===== src/rtl/dsw_defines.svh =====
// constants for the dac serial write port
`ifndef DSW_DEFINES_SVH
`define DSW_DEFINES_SVH
`define DSW_WIDE_BITS      24
`define DSW_NARROW_BITS    16
`define DSW_RES_WIDE       16
`define DSW_CNT_W          5
`define DSW_DAC_RESET      16'h0000
`define DSW_SR_RESET       24'h000000
`define DSW_CLK_NS         50
`define DSW_SCLK_MAX_HI_MHZ 30
`define DSW_SCLK_MAX_LO_MHZ 20
`endif


===== src/rtl/dsw_pkg.sv =====
// types for the dac serial write port
package dsw_pkg;
	typedef struct packed {
		logic frameN;
		logic sclk;
		logic din;
	} dsw_pins_s;
	typedef struct packed {
		logic        strobe;
		logic [15:0] code;
	} dsw_load_s;
endpackage


===== src/rtl/dsw_sync.sv =====
// two-flop synchroniser for the serial pins
`timescale 1ns/1ps
`default_nettype none
module dsw_sync #(
	parameter int WIDTH = 3
) (
	input  wire logic             clk,
	input  wire logic             reset,
	input  wire logic [WIDTH-1:0] asyncIn,
	output var  logic [WIDTH-1:0] syncOut
);
	logic [WIDTH-1:0] stage1_reg;
	always_ff @(posedge clk or posedge reset) begin
		if (reset) begin
			stage1_reg <= '1;
			syncOut    <= '1;
		end else begin
			stage1_reg <= asyncIn;
			syncOut    <= stage1_reg;
		end
	end
endmodule
`default_nettype wire


===== src/rtl/dsw_serial_port.sv =====
// serial write port of a single-channel voltage-output dac
// Function
// - shift register is enabled only while active-low frame select is low
// - one data bit is captured on each serial clock falling edge in a frame until the last counted one
// - dac loads after the 24th (wide) or 16th (narrow) clock of a frame
// - frame select rising after the first but before the last counted edge aborts; dac unchanged
// - shift register is 24 bits wide or 16 bits wide per variant
// - loaded code is straight unsigned binary, zero lowest, all ones full scale
`timescale 1ns/1ps
`default_nettype none
`include "dsw_defines.svh"
module dsw_serial_port #(
	parameter int RES_BITS = `DSW_RES_WIDE
) (
	input  wire logic         clk,
	input  wire logic         reset,
	input  wire logic         frameN,
	input  wire logic         sclk,
	input  wire logic         din,
	output var  logic [15:0]  dacCode,
	output var  logic         dacLoad,
	output var  logic         frameAbort
);
	// the 16-bit variant takes 24-bit frames, the narrower ones 16-bit frames
	localparam int SR_BITS = (RES_BITS == `DSW_RES_WIDE) ? `DSW_WIDE_BITS : `DSW_NARROW_BITS;
	localparam int CNT_BITS  = `DSW_CNT_W;
	localparam int CODE_BITS = $bits(dacCode);

	// counter end points, sized to the counter so no compare pads or drops bits
	localparam logic [CNT_BITS-1:0] LAST_CNT = CNT_BITS'(SR_BITS);
	localparam logic [CNT_BITS-1:0] CNT_ONE  = CNT_BITS'(1);
	localparam logic [CNT_BITS-1:0] CNT_ZERO = CNT_BITS'(0);
	localparam logic [CNT_BITS-1:0] CNT_PRE  = LAST_CNT - CNT_ONE;

	// shift register start value, cut to the variant's width on purpose
	localparam logic [SR_BITS-1:0]  SR_INIT  = SR_BITS'(`DSW_SR_RESET);

	// frame progress; gray along idle -> shift -> done, so one bit moves per step
	typedef enum logic [1:0] {
		DSW_IDLE  = 2'b00,
		DSW_SHIFT = 2'b01,
		DSW_DONE  = 2'b11
	} dsw_state_e;

	// synchronised pins, carried together so they share one latency
	dsw_pkg::dsw_pins_s    pinsRaw;
	dsw_pkg::dsw_pins_s    pinsSync;

	// load request towards the output register
	dsw_pkg::dsw_load_s    loadNext;

	// edge detector history; idles high like the pins, so no false edge after reset
	logic                  frameNPrev_reg;
	logic                  sclkPrev_reg;

	// frame state
	dsw_state_e            state_reg;
	dsw_state_e            state_next;

	// received bits and their count
	logic [SR_BITS-1:0]    shift_reg;
	logic [SR_BITS-1:0]    shift_next;
	logic [SR_BITS-1:0]    shiftIn;
	logic [SR_BITS-1:0]    startWord;
	logic [CNT_BITS-1:0]   count_reg;
	logic [CNT_BITS-1:0]   count_next;

	assign pinsRaw = '{frameN: frameN, sclk: sclk, din: din};

	// all three pins come from the host's domain and pass two flops first
	dsw_sync #(
		.WIDTH ($bits(dsw_pkg::dsw_pins_s))
	) u_sync (
		.clk     (clk),
		.reset   (reset),
		.asyncIn (pinsRaw),
		.syncOut (pinsSync)
	);

	// pin decoding
	wire frameActive = ~pinsSync.frameN;
	wire frameStart  = frameNPrev_reg & ~pinsSync.frameN;
	wire frameEnd    = ~frameNPrev_reg & pinsSync.frameN;
	wire sclkFall    = sclkPrev_reg & ~pinsSync.sclk;

	// state decoding
	wire inIdle      = (state_reg == DSW_IDLE);
	wire inShift     = (state_reg == DSW_SHIFT);
	wire inDone      = (state_reg == DSW_DONE);

	// a falling clock edge in the same cycle as the frame start is counted as bit one
	wire firstBit    = frameStart & sclkFall;

	// bits are only taken while selected and not yet full; extra edges are ignored
	wire bitTake     = inShift & frameActive & ~frameStart & sclkFall;
	wire atLast      = (count_reg == CNT_PRE);
	wire lastBit     = bitTake & atLast;

	// a frame cut after at least one bit is an abort; an empty frame is not
	wire hasBits     = (count_reg != CNT_ZERO);
	wire abortNow    = frameEnd & inShift & hasBits;

	// next frame state
	always_comb begin
		state_next = state_reg;
		unique case (state_reg)
			DSW_IDLE: begin
				if (frameStart) begin
					state_next = DSW_SHIFT;
				end
			end
			DSW_SHIFT: begin
				if (frameEnd) begin
					state_next = DSW_IDLE;
				end else if (lastBit) begin
					state_next = DSW_DONE;
				end
			end
			DSW_DONE: begin
				if (frameEnd) begin
					state_next = DSW_IDLE;
				end
			end
			default: begin
				// the unused code falls back to idle rather than locking up
				state_next = DSW_IDLE;
			end
		endcase
		// a new frame always restarts, whatever the previous one left behind
		if (frameStart) begin
			state_next = DSW_SHIFT;
		end
	end

	// bit counter: set to zero on frame start, or to one when bit one comes with it; one step per taken bit
	assign count_next = frameStart ? (firstBit ? CNT_ONE : CNT_ZERO)
	                  : bitTake ? count_reg + CNT_ONE
	                  : count_reg;

	// word seen from the shift register with the current bit appended, msb first
	assign shiftIn   = {shift_reg[SR_BITS-2:0], pinsSync.din};

	// start value: empty, or holding bit one when it arrived with the frame start
	assign startWord = SR_BITS'(firstBit & pinsSync.din);

	// one cell per bit: restart, shift in from below, or hold
	genvar gi;
	generate
		for (gi = 0; gi < SR_BITS; gi++) begin : g_cell
			assign shift_next[gi] = frameStart ? startWord[gi]
			                      : bitTake ? shiftIn[gi]
			                      : shift_reg[gi];
		end
	endgenerate

	// the code is the last received bits, taken as straight binary with no sign
	assign loadNext.strobe = lastBit;
	assign loadNext.code   = shiftIn[CODE_BITS-1:0];

	// edge history
	always_ff @(posedge clk or posedge reset) begin
		if (reset) begin
			frameNPrev_reg <= 1'b1;
			sclkPrev_reg   <= 1'b1;
		end else begin
			frameNPrev_reg <= pinsSync.frameN;
			sclkPrev_reg   <= pinsSync.sclk;
		end
	end

	// frame state and count
	always_ff @(posedge clk or posedge reset) begin
		if (reset) begin
			state_reg <= DSW_IDLE;
			count_reg <= CNT_ZERO;
		end else begin
			state_reg <= state_next;
			count_reg <= count_next;
		end
	end

	// shift register
	always_ff @(posedge clk or posedge reset) begin
		if (reset) begin
			shift_reg <= SR_INIT;
		end else begin
			shift_reg <= shift_next;
		end
	end

	// dac only changes on a complete frame, so an abort leaves it as it was
	always_ff @(posedge clk or posedge reset) begin
		if (reset) begin
			dacCode <= `DSW_DAC_RESET;
		end else if (loadNext.strobe) begin
			dacCode <= loadNext.code;
		end
	end

	// one-cycle status pulses
	always_ff @(posedge clk or posedge reset) begin
		if (reset) begin
			dacLoad    <= 1'b0;
			frameAbort <= 1'b0;
		end else begin
			dacLoad    <= loadNext.strobe;
			frameAbort <= abortNow;
		end
	end

	// the idle and done states are only observed by the decode above
	wire unusedState = inIdle & inDone;
endmodule
`default_nettype wire


===== config.mk =====
export PLATFORM = sky130hd
export DESIGN_NAME = dsw_serial_port
export DESIGN_NICKNAME = d
export VERILOG_FILES = /design/src/rtl/dsw_pkg.sv /design/src/rtl/dsw_sync.sv /design/src/rtl/dsw_serial_port.sv
export VERILOG_INCLUDE_DIRS = /design/src /design/src/rtl
export SDC_FILE = /design/constraint.sdc
export NUM_CORES = 1
export LEC_CHECK = 0
export ABC_CLOCK_PERIOD_IN_PS = 2700
export BUFFER_PORTS_ARGS = -buffer_cell sky130_fd_sc_hd__buf_2
export CAP_MARGIN = 0
export CORE_ASPECT_RATIO = 1.75
export CORE_MARGIN = 5
export CORE_UTILIZATION = 28
export DETAILED_ROUTE_END_ITERATION = 10
export PLACE_DENSITY = 0.5
export SKIP_CTS_REPAIR_TIMING = 1
export SYNTH_ARGS = -nofsm -noshare
export SYNTH_HDL_FRONTEND = slang
export SYNTH_HIERARCHICAL = 1
export SYNTH_SLANG_ARGS = --single-unit

===== constraint.sdc =====
create_clock -name clk -period 2.7 [get_ports clk]
set_input_delay 0.27 -clock clk [delete_from_list [all_inputs] [get_ports clk]]
set_output_delay 0.27 -clock clk [all_outputs]
set_load 0.05 [all_outputs]

==> impl_results.md, run 1 <==
- Synth cell count leaders: dfrtp_1 (40), nand3_1 (18), nand2b_1 (15), o21ai_0 (15), mux2_2 (11)
- CTS tree: built
- Met2 Track Usage GR: 0.157
- Final setup viols: 0
- Syn. warnings: 6
- Vias in the first global route: 1313
- Max Cap Viol: 0
- Tot Pwr: 1.66 mW
- Die Ht: 124 um
- Post-synth EDFFs: 0
- Post-Route WL: 3.82 mm
- Yosys top cell by area: dfrtp_1
- CTS root buffer: clkbuf_16
- Critical Path Max Stage Delay: 0.57 ns
- Clock sinks: 48
- Worst min path class: in -> async
- Top post-synthesis cells by area: dfrtp_1 (48%), dfstp_2 (10%), mux2_2 (6.0%), mux2_4 (5.1%), nand2b_1 (4.5%)
- RSZ-0062 raised after global routing: no
- Num rows: 41
- Max FFs per register: 16
- ANT nets after route: 0
- PnR worst setup slack: 0.588 ns
- Area Overhead vs Synth: 18.6%
- Worst setup EP type: flop
- Core Footprint: 0.00723 mm2
- IO Pins: 23
- Critical-path cell list: inv_1, ha_1, or3b_2, nor2_2, o21ai_0
- Syn_nets: 173
- Register area share after synthesis: 0.586
- Chip Width: 75.0 um
- Starting Density: 0.286
- H-tree levels: 2
- Met1 Resource Use GR: 0.109
- GR Util All Layers: 0.0955
- CTS Buffer Depth: 2
- Main synth FF type: dfrtp_1
- Syn Area/Cell: 12.6 um2
- Setup TNS: 0 ns
- Post-synth ARST share: 1.00
- GR peak layer: met2
- Nets@finish: 199
- Crit path launch: u_sync/syncOut[2]$_DFF_PP1_
- R2R Path Start: u_sync/syncOut[2]$_DFF_PP1_
- Initial DRT Pass Iterations: 4
- Max-slew headroom: 0.617
- Clk_lat worst skew: 0.29 ns
- Synth Instances: 164
- Worst-Margin Slew: 0.574 ns
- Crit path max-delay cell type: dfstp_2
- First-pass GRT wire length: 6.60 mm
- Yosys reg bits: 48
- Yosys cell types: 35
- Outcome: completed
- Number of inserted diodes: 0
- Share of cells above drive strength 1: 0.356
- Number of fill cells in the layout: 731
- DR vias: 1292
- Dpl hpwl: 2.64 mm
- Critical Path End: shift_reg[8]$_DFFE_PP0P_
- Yosys top cell area share: 0.484
- FF-to-FF End: shift_reg[8]$_DFFE_PP0P_
- Pre-CTS WS: 0.544 ns
- F_max: 0.474 GHz
- Clock skew: 0.00801 ns
- R2r setup slk: 0.59 ns
- Mapped Area: 0.00207 mm2
- Initial antenna violation count: 0
- Min Clock Period, post-route: 2.11 ns
- Gpl congestion: 0.714
- Die area: 0.00927 mm2
- Buffers on Ports: 22
- Cts bufs inserted: 5
- Critical path class: reg -> reg
- Critical path startpoint category: flop
- Met3 usage: 0.0218
- Vias per cell: 4.66
- Leakage: 1.20 nW
- Peak supply drop: 0.000254 V
- Clock slew at reported path FFs: 0.07 ns
- Worst reg-to-reg path cell count: 5
- Drt wl/cell: 13.8 um
- Residual DRC count: 0
- Arrival time worst endpoint: 2.26 ns
- Pins Over Slew Limit: 0
- CP required: 2.85 ns
- Largest net degree at the start of global routing: 29
- Critical path peak fanout: 15
- Period utilization: 0.782
- Gr ovfl total: 0
- Pwr dens: 677 mW/mm2
- Hold Fails Final Rpt: 0
- Iteration-0 DRC Markers: 95
- Cell with the most instances after synthesis: dfrtp_1
## worst min-delay path by stage
stage	endpoint	slack (ns)	cells past startpoint
after floorplan	u_sync/stage1_reg[0]$_DFF_PP1_	0.27	1
after global placement	u_sync/syncOut[2]$_DFF_PP1_	0.35	0
after detailed placement	u_sync/syncOut[1]$_DFF_PP1_	0.35	0
after CTS	count_reg[0]$_DFFE_PP0P_	0.06	2
after global routing	u_sync/stage1_reg[2]$_DFF_PP1_	0.07	1
final	count_reg[0]$_DFFE_PP0P_	0.03	2
## layer usage
metal,wire (um),vias up
li1,-,621
met1,1530,644
met2,2030,18
met3,147,9
met4,116,0
met5,0,-
## layout by cell type (no fill, tap or decap), drive strengths merged, types with 2 or more instances in the layout
cell type,synthesis,layout
buf,4,27
clkbuf,4,6
dfrtp,40,40
dfstp,8,8
ha,4,4
inv,7,7
mux2,18,18
nand2,3,3
nand2b,15,15
nand3,19,19
nor2,4,4
nor2b,3,3
nor3,2,2
nor3b,2,2
o21ai,15,15
o2bb2ai,2,2
or3b,2,2
## cell families after synthesis
| logic type | count (synthesis) | share of synthesized area |
|---|---|---|
| adder cells (fa/ha/maj) | 4 | 0.0242 |
| multiplexers | 19 | 0.116 |
| AO/OA/AOI/OAI | 22 | 0.0636 |
| buffers and inverters | 15 | 0.0363 |
| AND/OR/NAND/NOR | 56 | 0.174 |
| flip-flops | 48 | 0.586 |
## critical path: cells and delay by family, from the launching register on
kind	cells	cell delay (ns)
and+or+nand+nor	2	0.96
DFF	1	0.57
adders and majority gates	1	0.21
AOI/OAI and AO/OA	1	0.18
buffers and inverters	1	0.05
## layout make-up
| type | count | area (um2) | share of cell area |
|---|---|---|---|
| inverter | 7 | 26.3 | 0.0107 |
| tap | 86 | 108 | 0.0439 |
| clock inverter | 2 | 38.8 | 0.0158 |
| multi-input combinational | 101 | 781 | 0.319 |
| clock buffer | 6 | 139 | 0.0567 |
| sequential | 48 | 1210 | 0.494 |
| timing repair buffer | 27 | 148 | 0.0602 |
## where the power goes
part	switching [mW]	internal (mW)
Combinational	0.0885	0.0610
Clock	0.269	0.464
Sequential	0.0285	0.749
## stage by stage
stage	std cells	hold WS, ns	util	area, um2
3_5_place_dp	269	0.347	0.314	2270
5_1_grt	277	0.0702	0.339	2450
4_1_cts	277	0.0631	0.339	2450
3_3_place_gp	269	0.346	0.314	2270
6_report	277	0.0323	0.339	2450
2_1_floorplan	164	0.269	-	2070
Power figures use the tool's default switching activity.
==> run 2, diff against run 1 <==
Settings changed: ABC_CLOCK_PERIOD_IN_PS 2700 to 1750, PLACE_DENSITY 0.5 to 0.52.
Clock period 2.7 ns to 1.75 ns, I/O delays scaled along.
==> impl_results.md, run 2 (same netlist as run 1, synthesis figures left out) <==
- Sequential share of power: 0.457
- Pre-CTS WS: -0.0438 ns
- Die Ht: 124 um
- Pwr dens: 982 mW/mm2
- Num rows: 41
- Worst setup EP type: flop
- DR vias: 1314
- Clk pwr share: 0.416
- Most common cell after layout, fill and taps aside: dfrtp_1
- Worst-Margin Slew: 0.532 ns
- Nets@finish: 212
- Worst min path class: in -> async
- Number of inserted diodes: 0
- R2r setup slk: -0.007 ns
- Largest net degree at the start of global routing: 43
- Hold Fails Final Rpt: 0
- Leakage: 1.29 nW
- First-pass GRT wire length: 6.40 mm
- Min Clock Period, post-route: 1.76 ns
- Most frequent cells in the layout: dfrtp_1 (40), buf_2 (22), nand3_1 (18)
- Placed cells: 277
- CP required: 1.92 ns
- Core Footprint: 0.00723 mm2
- Hold_ws: 0.0142 ns
- Max-slew headroom: 0.640
- Buffers on Ports: 22
- Critical path class: reg -> reg
- Critical Path Max Stage Delay: 0.53 ns
- Sw Pwr: 611 uW
- Clock skew: 0.00464 ns
- Critical path startpoint category: flop
- Switching Share: 0.236
- IO Pins: 23
- Critical-path cell list: inv_2, ha_4, or3b_4, nor3_4, mux2_4
- Max FFs per register: 16
- Internal power: 1.97 mW
- Peak supply drop: 0.000643 V
- Gr ovfl total: 0
- Critical path peak fanout: 5
- Cts bufs inserted: 5
- Share of cells above drive strength 1: 0.407
- Outcome: finished, violations left
- Gpl congestion: 0.687
- Vias in the first global route: 1338
- Setup TNS: -0.00685 ns
- Arrival time worst endpoint: 1.93 ns
- Initial DRT Pass Iterations: 4
- Clk_lat worst skew: 0.28 ns
- Crit path max-delay cell type: dfstp_2
- Post-Route WL: 3.92 mm
- CTS tree: built
- CTS Buffer Depth: 2
- ANT nets after route: 0
- Combinational cell fraction of total power: 0.126
- Failing checks: setup timing
- H-tree levels: 2
- Chip Width: 75.0 um
- Starting Density: 0.286
- Die area: 0.00927 mm2
- GR Util All Layers: 0.0918
- Final instance area: 0.00263 mm2
- Tot Pwr: 2.59 mW
- Clock sinks: 48
- RSZ-0062 raised after global routing: yes
- PnR worst setup slack: -0.00685 ns
- Final Non-Filler Cells: 290
- Number of fill cells in the layout: 704
- Vias per cell: 4.53
- DP Area: 0.00238 mm2
- Dpl hpwl: 2.63 mm
- Max Cap Viol: 0
- Clock slew at reported path FFs: 0.06 ns
- Area Overhead vs Synth: 27.3%
- F_max: 0.569 GHz
- Final setup viols: 1
- CTS root buffer: clkbuf_16
- Iteration-0 DRC Markers: 63
- Fin util: 0.364
- Residual DRC count: 0
- Drt wl/cell: 13.5 um
- Initial antenna violation count: 0
- Period utilization: 1.00
- Pins Over Slew Limit: 0
==> run 2: per-layer routing <==
metal | vias up | global-route usage | share of wire
met5 | - | 0 | 0
met3 | 4 | 0.0242 | 0.033
met1 | 644 | 0.103 | 0.41
li1 | 645 | - | -
met2 | 21 | 0.163 | 0.54
met4 | 0 | 0.0334 | 0.016
==> run 2: power groups by stage <==
| stage | combinational (mW) | clock (mW) | sequential (mW) |
|---|---|---|---|
| detailed placement | 0.310 | 0 | 1.20 |
| finish | 0.327 | 1.08 | 1.18 |
| global route | 0.360 | 1.16 | 1.19 |
| global placement | 0.309 | 0 | 1.20 |
| CTS | 0.310 | 1.12 | 1.18 |
| floorplan | 0.186 | 0 | 1.22 |
==> run 2: layout make-up <==
type / count / area (um2) / area share
repair buffers: 40 / 278 / 0.106
well taps: 86 / 108 / 0.0409
clock inverters: 3 / 42.5 / 0.0162
inverters: 7 / 26.3 / 0.00999
flip-flops and latches: 48 / 1210 / 0.460
multi-input cells: 101 / 841 / 0.320
clock buffers: 5 / 125 / 0.0476
==> run 2: final timing paths <==
path | to | depth (start not counted) | from
max | count_reg[4]$_DFFE_PP0P_ | 5 | u_sync/syncOut[2]$_DFF_PP1_
min | u_sync/stage1_reg[2]$_DFF_PP1_ | 2 | reset
max reg2reg | count_reg[4]$_DFFE_PP0P_ | 5 | u_sync/syncOut[2]$_DFF_PP1_
min reg2reg | u_sync/syncOut[2]$_DFF_PP1_ | 0 | u_sync/stage1_reg[2]$_DFF_PP1_
max in group asynchronous | sclkPrev_reg$_DFF_PP1_ | 3 | reset
min in group clk | u_sync/syncOut[2]$_DFF_PP1_ | 0 | u_sync/stage1_reg[2]$_DFF_PP1_
==> run 2: worst max-delay path, delay by kind of cell (launching register included) <==
kind	cells	cell delay (ns)
buf+inv	1	0.04
fa+ha+maj	1	0.17
simple gates	2	0.58
flops	1	0.53
mux	1	0.31
==> run 3, diff against run 2 <==
Settings changed: ABC_AREA set to 1, ABC_CLOCK_PERIOD_IN_PS 1750 to 2100, CORE_MARGIN 5 to unset, PLACE_DENSITY 0.52 to 0.5.
Clock period 1.75 ns to 2.1 ns, I/O delays scaled along.
==> impl_results.md, run 3 <==
- Initial antenna violation count: 0
- CP required: 2.31 ns
- Main synth FF type: dfrtp_1
- Worst-Margin Slew: 0.530 ns
- Clk_lat worst skew: 0.28 ns
- F_max: 0.535 GHz
- Post-Route WL: 3.29 mm
- RSZ-0062 raised after global routing: no
- Leakage: 1.07 nW
- Most common cell after layout, fill and taps aside: dfrtp_1
- Worst setup EP type: flop
- Critical path peak fanout: 12
- Gr ovfl total: 0
- Largest net degree at the start of global routing: 43
- Top post-synthesis cells by area: dfrtp_1 (53%), dfstp_2 (11%), nand2_1 (6.2%), inv_1 (5.6%), o22ai_1 (5.0%)
- Gpl congestion: 0.778
- CTS Buffer Depth: 2
- IO Pins: 23
- Most frequent cells in the layout: dfrtp_1 (40), nand2_1 (31), inv_1 (28)
- Starting Density: 0.290
- CTS root buffer: clkbuf_16
- Period utilization: 0.890
- Arrival time worst endpoint: 2.07 ns
- Hold Fails Final Rpt: 0
- Drt wl/cell: 11.4 um
- Number of inserted diodes: 0
- Setup TNS: 0 ns
- Post-synth ARST share: 1.00
- Syn. warnings: 6
- Clock sinks: 48
- Area Overhead vs Synth: 19.1%
- Mapped Area: 0.00188 mm2
- Clock slew at reported path FFs: 0.06 ns
- Synth Instances: 180
- Synth cell count leaders: dfrtp_1 (40), nand2_1 (31), inv_1 (28)
- Buffers on Ports: 22
- Initial DRT Pass Iterations: 4
- Post-synth EDFFs: 0
- Residual DRC count: 0
- H-tree levels: 2
- Outcome: completed
- Critical path class: reg -> reg
- Num rows: 39
- Critical path startpoint category: flop
- DR vias: 1259
- Vias in the first global route: 1240
- Yosys cell types: 21
- Core Footprint: 0.00649 mm2
- Pins Over Slew Limit: 0
- ANT nets after route: 0
- Peak supply drop: 0.000365 V
- Min Clock Period, post-route: 1.87 ns
- Yosys top cell area share: 0.532
- Syn_nets: 189
- Dpl hpwl: 2.31 mm
- Share of cells above drive strength 1: 0.221
- Die Ht: 110 um
- GR Util All Layers: 0.106
- Fin util: 0.345
- Chip Width: 64.0 um
- Vias per cell: 4.34
- Pwr dens: 931 mW/mm2
- Die area: 0.00707 mm2
- Number of fill cells in the layout: 675
- Cell with the most instances after synthesis: dfrtp_1
- First-pass GRT wire length: 5.80 mm
- Max-slew headroom: 0.647
- Register area share after synthesis: 0.644
- Cts bufs inserted: 5
- Yosys reg bits: 48
- CTS tree: built
- Max Cap Viol: 0
- Syn Area/Cell: 10.5 um2
- Max FFs per register: 16
- Worst min path class: in -> reg
- Nets@finish: 216
- Clock skew: 0.00484 ns
- Final setup viols: 0
- Iteration-0 DRC Markers: 64
- Yosys top cell by area: dfrtp_1
run 3: changes by cell type after synthesis, sizes merged, moves of 4 or more:
cell and delta:
clkbuf -4, inv +21, mux2 -18, nand2 +30
nand2b -15, nand3 -8, o21ai +8, o22ai +15
run 3: final timing paths:
check,startpoint,endpoint,slack [ns],cells after the start
worst max-delay path,u_sync/syncOut[2]$_DFF_PP1_,count_reg[0]$_DFFE_PP0P_,0.23,10
max in group asynchronous,reset,frameNPrev_reg$_DFF_PP1_,1.66,3
worst max register to register,u_sync/syncOut[2]$_DFF_PP1_,count_reg[0]$_DFFE_PP0P_,0.23,10
worst min register to register,u_sync/stage1_reg[2]$_DFF_PP1_,u_sync/syncOut[2]$_DFF_PP1_,0.35,0
min in group asynchronous,reset,dacCode[0]$_DFFE_PP0P_,0.06,3
worst min-delay path,din,u_sync/stage1_reg[0]$_DFF_PP1_,0.02,1
run 3: layer usage:
layer | GRT usage | part of all wire
met1 | 0.120 | 0.41
met2 | 0.181 | 0.54
met3 | 0.0186 | 0.025
met4 | 0.0652 | 0.026
met5 | 0 | 0
run 3: cell families (layout without fill, tap and decap cells):
| family | Yosys count | in the layout | share of synthesized area |
|---|---|---|---|
| adder cells (fa/ha/maj) | 4 | 4 | 0.0266 |
| XOR/XNOR | 2 | 2 | 0.00931 |
| flip-flops | 48 | 48 | 0.644 |
| buffers and inverters | 35 | 63 | 0.0844 |
| AO/OA/AOI/OAI | 39 | 39 | 0.114 |
| AND/OR/NAND/NOR | 52 | 52 | 0.122 |
run 3: layout make-up:
cell class                      instances  area (um2)  share of cell area
Sequential cell                        48        1210               0.540
Tap cell                               82         103              0.0458
Inverter                               28         105              0.0469
Clock inverter                          2        35.0              0.0156
Timing Repair Buffer                   27         148              0.0658
Clock buffer                            6         129              0.0575
Multi-Input combinational cell         97         512               0.228
run 3: where the power goes:
part,internal [mW],leakage [nW],switching [mW]
clock,0.560,0.0808,0.327
combinational,0.0652,0.355,0.133
sequential,0.970,0.638,0.0318
run 3: critical path, stage by stage, from the launching register on:
cell and delay (ns):
dfstp_2 0.54, inv_1 0.05, ha_1 0.23, inv_1 0.15
nand2_1 0.11, nor2_4 0.12, nand2_2 0.15, nand2_1 0.12
buf_4 0.16, nand3_1 0.08, o21ai_0 0.08
run 3: through the flow:
stage | area, um2 | total power [mW] | hold slack, ns | setup WS [ns] | std cells
5_1_grt | 2240 | 2.20 | 0.00837 | 0.00541 | 290
2_1_floorplan | 1880 | 1.17 | 0.209 | 0.468 | 180
3_5_place_dp | 2080 | 1.22 | 0.316 | 0.241 | 282
3_3_place_gp | 2080 | 1.22 | 0.316 | 0.291 | 282
6_report | 2240 | 2.09 | 0.0221 | 0.230 | 290
4_1_cts | 2240 | 2.12 | 0.0165 | 0.225 | 290
